`config.mk`:
```
export PLATFORM = sky130hd
export DESIGN_NAME = pcc_top
export DESIGN_NICKNAME = d
export VERILOG_FILES = /design/src/rtl/pcc_pkg.sv /design/src/rtl/pcc_bank_if.sv /design/src/rtl/pcc_bank_steer.sv /design/src/rtl/pcc_top.sv
export SDC_FILE = /design/constraint.sdc
export NUM_CORES = 1
export LEC_CHECK = 0
export BUFFER_PORTS_ARGS = -buffer_cell sky130_fd_sc_hd__buf_2
export CAP_MARGIN = 20
export CORE_MARGIN = 1.5
export CORE_UTILIZATION = 38
export DETAILED_ROUTE_END_ITERATION = 7
export GPL_ROUTABILITY_DRIVEN = 1
export SLEW_MARGIN = 20
export SYNTH_ARGS = -nofsm -noshare
export SYNTH_HDL_FRONTEND = slang
export SYNTH_SLANG_ARGS = --single-unit
```
`constraint.sdc`:
```
create_clock -name ref_clk -period 4.06 [get_ports ref_clk]
set_input_delay 0.203 -clock ref_clk [delete_from_list [all_inputs] [get_ports ref_clk]]
set_output_delay 0.203 -clock ref_clk [all_outputs]
set_load 0.01 [all_outputs]
```
`src/rtl/pcc_pkg.sv`:
```
/*
 * Constants for the PWM cycle configuration register: address, field positions,
 * reset value, compare byte addresses and the cycle length mask helper.
 * Assumes an 8-bit special function register bus with byte addresses.
 */
package pcc_pkg;

    // Register address and reset value
    localparam logic [7:0] CFG_ADDR  = 8'hF7;
    localparam logic [7:0] CFG_RESET = 8'h00;

    // Field positions inside the register
    localparam int BANK_BIT   = 7;
    localparam int IRQEN_BIT  = 6;
    localparam int FLAG_BIT   = 5;
    localparam int UNUSED_BIT = 4;
    localparam int WIDE_BIT   = 3;
    localparam int LEN_LSB    = 0;
    localparam int LEN_W      = 3;

    // Shared compare byte addresses, channel index added to the base
    localparam logic [7:0] CMP_LO_BASE = 8'hA0;
    localparam logic [7:0] CMP_HI_BASE = 8'hB0;

    // Channel count and cycle length of code zero
    localparam int          NCH_DEFAULT = 3;
    localparam logic [3:0]  BASE_LEN    = 4'h8;

    // Mask of the low 8 + code bits of the counter
    function automatic logic [15:0] len_mask(input logic [LEN_W-1:0] code);
        len_mask = 16'hFFFF >> (BASE_LEN - {1'b0, code});
    endfunction : len_mask

endpackage : pcc_pkg

```
`src/rtl/pcc_bank_if.sv`:
```
/*
 * Carrier between the register block and its compare bank steering module.
 * Assumes both ends run on the same clock.
 */
`timescale 1ns/1ps
`default_nettype none

interface pcc_bank_if #(
    parameter int NCH = pcc_pkg::NCH_DEFAULT,
    parameter int CHW = (NCH > 1) ? $clog2(NCH) : 1
);
    logic            acc_wr;
    logic            acc_hi;
    logic [CHW-1:0]  acc_chan;
    logic [7:0]      acc_wdata;
    logic            bank_sel;
    logic            cc_wr;
    logic            ar_wr;
    logic [15:0]     ar_value [NCH];

    modport top  (output acc_wr, acc_hi, acc_chan, acc_wdata, bank_sel,
                  input  cc_wr, ar_wr, ar_value);
    modport bank (input  acc_wr, acc_hi, acc_chan, acc_wdata, bank_sel,
                  output cc_wr, ar_wr, ar_value);
endinterface : pcc_bank_if

`default_nettype wire

```
`src/rtl/pcc_bank_steer.sv`:
```
/*
 * Steers compare byte writes to the capture/compare bank or to the
 * auto-reload bank, and holds the auto-reload registers.
 * Assumes the top module decodes the compare addresses.
 */
`timescale 1ns/1ps
`default_nettype none

module pcc_bank_steer #(
    parameter int NCH = pcc_pkg::NCH_DEFAULT
) (
    // Clock and reset
    input  wire logic  ref_clk,
    input  wire logic  reset_n,
    // Link to the register block
    pcc_bank_if.bank   bus
);

    logic [15:0] ar_mem_ff [NCH];

    // Bank choice of a compare write
    always_comb begin
        bus.cc_wr = bus.acc_wr & ~bus.bank_sel;
        bus.ar_wr = bus.acc_wr & bus.bank_sel;
    end

    // Auto-reload storage, byte wide writes
    always_ff @(posedge ref_clk) begin
        if (!reset_n) begin
            for (int i = 0; i < NCH; i++) ar_mem_ff[i] <= 16'h0000;
        end else if (bus.ar_wr) begin
            for (int i = 0; i < NCH; i++) begin
                if (int'(bus.acc_chan) == i) begin
                    if (bus.acc_hi) ar_mem_ff[i][15:8] <= bus.acc_wdata;
                    else            ar_mem_ff[i][7:0]  <= bus.acc_wdata;
                end
            end
        end
    end

    // Stored values to the register block
    always_comb begin
        for (int i = 0; i < NCH; i++) bus.ar_value[i] = ar_mem_ff[i];
    end
endmodule : pcc_bank_steer

`default_nettype wire

```
`src/rtl/pcc_top.sv`:
```
/*
 * PWM cycle configuration register of the counter array: bank select for
 * the shared compare addresses, cycle length, wide reload enable, cycle
 * overflow flag and its interrupt mask.
 * Assumes a synchronous SFR bus with one-cycle read and write strobes, and
 * a main counter value sampled every clock.
 */
// Contract
// - Bank select 0 sends compare byte accesses to capture/compare, 1 to auto-reload.
// - Auto-reload values feed channels in 9 to 15 bit PWM and in 16-bit PWM.
// - In all other channel modes the auto-reload values have no effect.
// - The interrupt is requested while the overflow flag is set only if enabled.
// - The overflow flag is set when bit n (9 to 15) of the main counter overflows.
// - The cycle length select field picks which counter bit sets the flag.
// - Hardware or a software write of 1 sets the flag; only software clears it.
// - The flag stays 1 after an overflow until software clears it.
// - Length codes 000 to 111 give cycle lengths of 8 to 15 bits.
// - Channels in 16-bit PWM mode ignore the cycle length select field.
// - Bit 4 reads as 0 and ignores writes.
`timescale 1ns/1ps
`default_nettype none

module pcc_top #(
    parameter int NCH = pcc_pkg::NCH_DEFAULT,
    parameter int CHW = (NCH > 1) ? $clog2(NCH) : 1
) (
    // Clock and reset
    input  wire logic                ref_clk,
    input  wire logic                reset_n,
    // SFR bus
    input  wire logic [7:0]          sfr_addr,
    input  wire logic [7:0]          sfr_wdata,
    input  wire logic                sfr_wr,
    input  wire logic                sfr_rd,
    output logic      [7:0]          sfr_rdata,
    // Main counter and channel modes
    input  wire logic [15:0]         main_array_counter,
    input  wire logic [NCH-1:0]      chan_pwm_en,
    input  wire logic [NCH-1:0]      chan_pwm16,
    input  wire logic [NCH*16-1:0]   cc_value,
    // Configuration outputs
    output logic                     reload_bank_select,
    output logic                     wide_pwm_reload_enable,
    output logic [2:0]               cycle_length_select,
    output logic                     cycle_overflow_flag,
    output logic                     pca_irq,
    // Capture/compare write port
    output logic                     cc_wr_stb,
    output logic                     cc_wr_hi,
    output logic [CHW-1:0]           cc_wr_chan,
    output logic [7:0]               cc_wr_data,
    // Reload values per channel
    output logic [NCH*16-1:0]        reload_value,
    output logic [NCH-1:0]           reload_valid
);

    logic                 bank_ff;
    logic                 irqen_ff;
    logic                 flag_ff;
    logic                 wide_ff;
    logic [2:0]           len_ff;
    logic                 irq_ff;
    logic [7:0]           rdata_ff;
    logic [15:0]          cnt_prev_ff;
    logic                 cc_stb_ff;
    logic                 cc_hi_ff;
    logic [CHW-1:0]       cc_chan_ff;
    logic [7:0]           cc_data_ff;
    logic [NCH*16-1:0]    rl_value_ff;
    logic [NCH-1:0]       rl_valid_ff;

    logic                 cfg_hit;
    logic                 cfg_wr;
    logic                 cmp_hit;
    logic                 cmp_hi;
    logic [CHW-1:0]       cmp_chan;
    logic [15:0]          len_m;
    logic                 ovf_event;
    logic                 nxt_flag;
    logic [7:0]           nxt_rdata;
    logic [7:0]           cfg_view;
    logic [15:0]          sel_word;

    pcc_bank_if #(.NCH(NCH), .CHW(CHW)) bank_bus ();

    pcc_bank_steer #(.NCH(NCH)) u_bank (
        .ref_clk (ref_clk),
        .reset_n (reset_n),
        .bus     (bank_bus.bank)
    );

    // Address decode of the register and compare bytes
    always_comb begin
        cfg_hit  = (sfr_addr == pcc_pkg::CFG_ADDR);
        cfg_wr   = sfr_wr & cfg_hit;
        cmp_hit  = 1'b0;
        cmp_hi   = 1'b0;
        cmp_chan = '0;
        for (int i = 0; i < NCH; i++) begin
            if (sfr_addr == pcc_pkg::CMP_LO_BASE + 8'(i)) begin
                cmp_hit  = 1'b1;
                cmp_chan = CHW'(i);
            end
            if (sfr_addr == pcc_pkg::CMP_HI_BASE + 8'(i)) begin
                cmp_hit  = 1'b1;
                cmp_hi   = 1'b1;
                cmp_chan = CHW'(i);
            end
        end
    end

    // Compare byte access handed to the bank steering
    always_comb begin
        bank_bus.acc_wr    = sfr_wr & cmp_hit;
        bank_bus.acc_hi    = cmp_hi;
        bank_bus.acc_chan  = cmp_chan;
        bank_bus.acc_wdata = sfr_wdata;
        bank_bus.bank_sel  = bank_ff;
    end

    // Control fields written by software
    always_ff @(posedge ref_clk) begin
        if (!reset_n) begin
            bank_ff  <= pcc_pkg::CFG_RESET[pcc_pkg::BANK_BIT];
            irqen_ff <= pcc_pkg::CFG_RESET[pcc_pkg::IRQEN_BIT];
            wide_ff  <= pcc_pkg::CFG_RESET[pcc_pkg::WIDE_BIT];
            len_ff   <= pcc_pkg::CFG_RESET[pcc_pkg::LEN_LSB +: pcc_pkg::LEN_W];
        end else if (cfg_wr) begin
            bank_ff  <= sfr_wdata[pcc_pkg::BANK_BIT];
            irqen_ff <= sfr_wdata[pcc_pkg::IRQEN_BIT];
            wide_ff  <= sfr_wdata[pcc_pkg::WIDE_BIT];
            len_ff   <= sfr_wdata[pcc_pkg::LEN_LSB +: pcc_pkg::LEN_W];
        end
    end

    // Overflow of bit 8+code: low bits wrap from all ones to zero
    always_comb begin
        len_m     = pcc_pkg::len_mask(len_ff);
        ovf_event = (len_ff != 3'h0)
                  && ((cnt_prev_ff & len_m) == len_m)
                  && ((main_array_counter & len_m) == 16'h0000);
    end

    // Sticky flag: hardware set wins over a software clear
    always_comb begin
        nxt_flag = flag_ff;
        if (cfg_wr) nxt_flag = sfr_wdata[pcc_pkg::FLAG_BIT];
        if (ovf_event) nxt_flag = 1'b1;
    end

    // Counter history and flag
    always_ff @(posedge ref_clk) begin
        if (!reset_n) begin
            cnt_prev_ff <= 16'h0000;
            flag_ff     <= pcc_pkg::CFG_RESET[pcc_pkg::FLAG_BIT];
        end else begin
            cnt_prev_ff <= main_array_counter;
            flag_ff     <= nxt_flag;
        end
    end

    // Interrupt request gated by the enable
    always_ff @(posedge ref_clk) begin
        if (!reset_n) irq_ff <= 1'b0;
        else          irq_ff <= flag_ff & irqen_ff;
    end

    // Read data mux
    always_comb begin
        cfg_view = {bank_ff, irqen_ff, flag_ff, 1'b0, wide_ff, len_ff};
        sel_word = bank_ff ? bank_bus.ar_value[cmp_chan]
                           : cc_value[cmp_chan*16 +: 16];
        if (cfg_hit)      nxt_rdata = cfg_view;
        else if (cmp_hit) nxt_rdata = cmp_hi ? sel_word[15:8] : sel_word[7:0];
        else              nxt_rdata = 8'h00;
    end

    // Registered read data
    always_ff @(posedge ref_clk) begin
        if (!reset_n)    rdata_ff <= 8'h00;
        else if (sfr_rd) rdata_ff <= nxt_rdata;
    end

    // Capture/compare write port, one cycle after the bus write
    always_ff @(posedge ref_clk) begin
        if (!reset_n) begin
            cc_stb_ff  <= 1'b0;
            cc_hi_ff   <= 1'b0;
            cc_chan_ff <= '0;
            cc_data_ff <= 8'h00;
        end else begin
            cc_stb_ff <= bank_bus.cc_wr;
            if (bank_bus.cc_wr) begin
                cc_hi_ff   <= cmp_hi;
                cc_chan_ff <= cmp_chan;
                cc_data_ff <= sfr_wdata;
            end
        end
    end

    // Reload value per channel by its mode
    always_ff @(posedge ref_clk) begin
        if (!reset_n) begin
            rl_value_ff <= '0;
            rl_valid_ff <= '0;
        end else begin
            for (int i = 0; i < NCH; i++) begin
                if (chan_pwm16[i]) begin
                    rl_valid_ff[i]          <= wide_ff;
                    rl_value_ff[i*16 +: 16] <= wide_ff ? bank_bus.ar_value[i] : 16'h0000;
                end else if (chan_pwm_en[i] && len_ff != 3'h0) begin
                    rl_valid_ff[i]          <= 1'b1;
                    rl_value_ff[i*16 +: 16] <= bank_bus.ar_value[i] & len_m;
                end else begin
                    rl_valid_ff[i]          <= 1'b0;
                    rl_value_ff[i*16 +: 16] <= 16'h0000;
                end
            end
        end
    end

    // Outputs straight from flip-flops
    assign sfr_rdata              = rdata_ff;
    assign reload_bank_select     = bank_ff;
    assign wide_pwm_reload_enable = wide_ff;
    assign cycle_length_select    = len_ff;
    assign cycle_overflow_flag    = flag_ff;
    assign pca_irq                = irq_ff;
    assign cc_wr_stb              = cc_stb_ff;
    assign cc_wr_hi               = cc_hi_ff;
    assign cc_wr_chan             = cc_chan_ff;
    assign cc_wr_data             = cc_data_ff;
    assign reload_value           = rl_value_ff;
    assign reload_valid           = rl_valid_ff;
endmodule : pcc_top

`default_nettype wire

```
==> reports/metrics.cfg <==
[power]
p_total_mw = 3.298
powerDensity_nw_per_um2 = 403.3
ir_worst_vdd_v = 0.0003660
p_leak_nw = 3.679

[sta]
final-max-slew-violation-count = 0
worst_slew_margin_rel_pct = 33.32
rsz0062_at_grt = no
finalWorstSetupSlack_ps = 1174
hold_violations = 0
max_slew.worst_pin.slew_ps = 992.5
timing.final.crit_share_pct = 71.09
finalSetupViolations = 0
max_freq_ghz = 0.3465
min_period_ps = 2886
finalClockSkew_ps = 6.902
finalSetupTns_ps = 0

[clock_tree]
cts.htree.levels = 4
clk_pin_slew_worst_paths_ps = 60
clockBufferDepth = 2
cts_tree = done
worstSkewPairLatency_ps = 430
ctsHoldBuffers = 11
post_cts_buffers = 0
cts_root_buffer = clkbuf_16
cts_made_buffers = 17
ctsResizeCount = 0
cts_sinks = 143

[synth]
ys_types = 58
syn_area_per_cell_um2 = 9.637
synth_edf_count = 48
synth_common_cells = dfxtp_1 (95), nand2_1 (60), nor2_1 (53), edfxtp_1 (48), and2_1 (36)
synth_most_common_cell = dfxtp_1
synth.net_count = 766
synth_top_area_share_pct = 29.41
ys_seq_area_share_pct = 51.70
yosys.area.top_type = dfxtp_1
synthTopCellsByArea = dfxtp_1 (29%), edfxtp_1 (22%), and2_1 (3.5%), nand2_1 (3.5%), nor2_1 (3.1%)
synthCells = 671
async_reset_ff_share_pct = 0
synth_ff_type = dfxtp_1
yosys_warnings = 0
ys_ff_latch = 143
synth_area_um2 = 6466

[placed_design]
dpl-instance-area_um2 = 7478
dpl.hpwl_um = 16430
place_ws_ps = 1187
dp_cells = 1027
io_buffers = 167
gp_congestion = 0.9579

[grt]
grt_pass1_vias = 5818
grt_usage_pct = 24.65
grt_antenna_before_repair = 0
globalRouteOverflowTotal = 0
grt_pass1_wl_um = 33230
grt_max_degree = 51

[floorplanning]
rows = 47
die_area_um2 = 17810
initial_core_util_pct = 38.99
core_um2 = 16580
io_pins = 168
die_w_um = 133.4
die_h_um = 133.4

[worst_setup_path]
cpMaxStageDelayCell = a21oi_1
critPathLaunchType = flop
critPathKind = flop to flop
critPathMaxStageDelay_ps = 760
crit_chain = inv_1, ha_1, ha_1, or3b_2, a21oi_1, nand2_1, nor2_1
crit_required_ps = 4420
cpMostUsedCell = ha_1
cp-end-kind = flop
cp_max_fo = 13
r2r_setup_slack_ps = 1170
cp.arrival_ps = 3240

[finish]
nets = 932
area_growth_pct = 26.45
final_cells = 1070
drive_gt1_share_pct = 26.24
fin_area_um2 = 8177
antenna_cells = 0

[detailed_routing]
drt-pass1-iter-count = 5
wl_per_cell_um = 20.34
postRouteAntennaNets = 0
vias_per_cell = 5.650
vias = 6045
drc = 0
drt_iter0_markers = 616
totalWireLength_um = 21760

[run_status]
status = complete, no violations

[hold_path]
hold_path.class = input pin to flop

[flow_run]
drv_cap = 0

power by group:
| group | switching, mW | internal, mW | total (mW) | leakage [nW] |
|---|---|---|---|---|
| Clock | 0.614 | 0.936 | 1.55 | 0.289 |
| Sequential | 0.0196 | 1.50 | 1.52 | 1.27 |
| Combinational | 0.134 | 0.0922 | 0.226 | 2.12 |
| Total | 0.767 | 2.53 | 3.30 | 3.68 |
worst paths after layout:
path,start,endpoint,cells past startpoint
min,main_array_counter[6],cnt_prev_ff[6],2
max reg2reg,cycle_length_select[1],reload_value[15],7
max,cycle_length_select[1],reload_value[15],7
min reg2reg,irqen_ff,irqen_ff,2
routing by layer:
layer / vias up / wire length [µm] / GRT usage [%] / share of wire, %
met5: - / 0 / 0 / 0
met4: 0 / 600 / 10.57 / 2.8
met3: 43 / 1646 / 5.327 / 7.6
met2: 311 / 10320 / 39.12 / 47
met1: 2903 / 9197 / 32.59 / 42
li1: 2788 / - / - / -
registers in the layout, summed over array words and instances, names as in the netlist:
signal and cells:
u_bank.ar_mem_ff 48, cycle_length_select 3, reload_value 48, cc_wr_stb 1, cycle_overflow_flag 1, sfr_rdata 8, cnt_prev_ff 16, reload_valid 3
reload_bank_select 1, wide_pwm_reload_enable 1, pca_irq 1, cc_wr_hi 1, cc_wr_chan 2, cc_wr_data 8, irqen_ff 1
cells in the final DEF, fill, tap and decap left out, types with 4 or more instances in the layout:
cell / count
buf_2: 167
dfxtp_1: 95
nand2_1: 60
nor2_1: 53
edfxtp_1: 48
and2_1: 36
a21oi_1: 34
o21ai_0: 30
inv_1: 19
clkbuf_16: 18
nand3_1: 17
and3_1: 17
nor3_1: 15
nor2b_1: 14
mux2i_1: 14
o22ai_1: 13
o211a_1: 13
nand2b_1: 12
or3_1: 12
o211ai_1: 12
buf_4: 12
dlygate4sd3_1: 11
a31oi_1: 10
a22oi_1: 10
o21ai_1: 9
o2bb2ai_1: 8
a2111oi_0: 7
nand4_1: 5
a211o_1: 5
mux2_2: 5
ha_1: 5
o221ai_1: 4
clkinv_2: 4
final cells by class:
class                      instances  area (µm²)
inverter                          20       75.07
clock buffer                      18       450.4
multi-input combinational        465        2859
timing repair buffer             190        1036
clock inverter                    14       137.6
tap                              220       275.3
fill                            1579        8407
sequential                       143        3343
through the flow:
step                      utilization [%]  hold slack (ps)
after CTS                           49.31            1.685
after floorplan                         -            328.1
after global placement              45.10            419.4
after detailed placement            45.10            429.7
after global routing                49.31            13.21
final                               49.31            6.048
kinds of logic (layout without fill, tap and decap cells):
logic type	count (synthesis)	count (layout)	synth area share [%]
DFF	143	143	51.70
adders and majority gates	5	5	0.9675
muxes	19	19	3.038
and+or+nand+nor	255	255	20.20
AOI/OAI and AO/OA	186	186	20.01
buffers and inverters	63	242	4.083
worst max-delay path: cells and delay by family (launching register included):
| family | cells | cell delay [ps] |
|---|---|---|
| simple gates | 3 | 920 |
| flops | 1 | 500 |
| buf+inv | 1 | 140 |
| compound gates | 1 | 760 |
| fa+ha+maj | 2 | 470 |
Note: power is estimated with default switching activity, not from simulation.
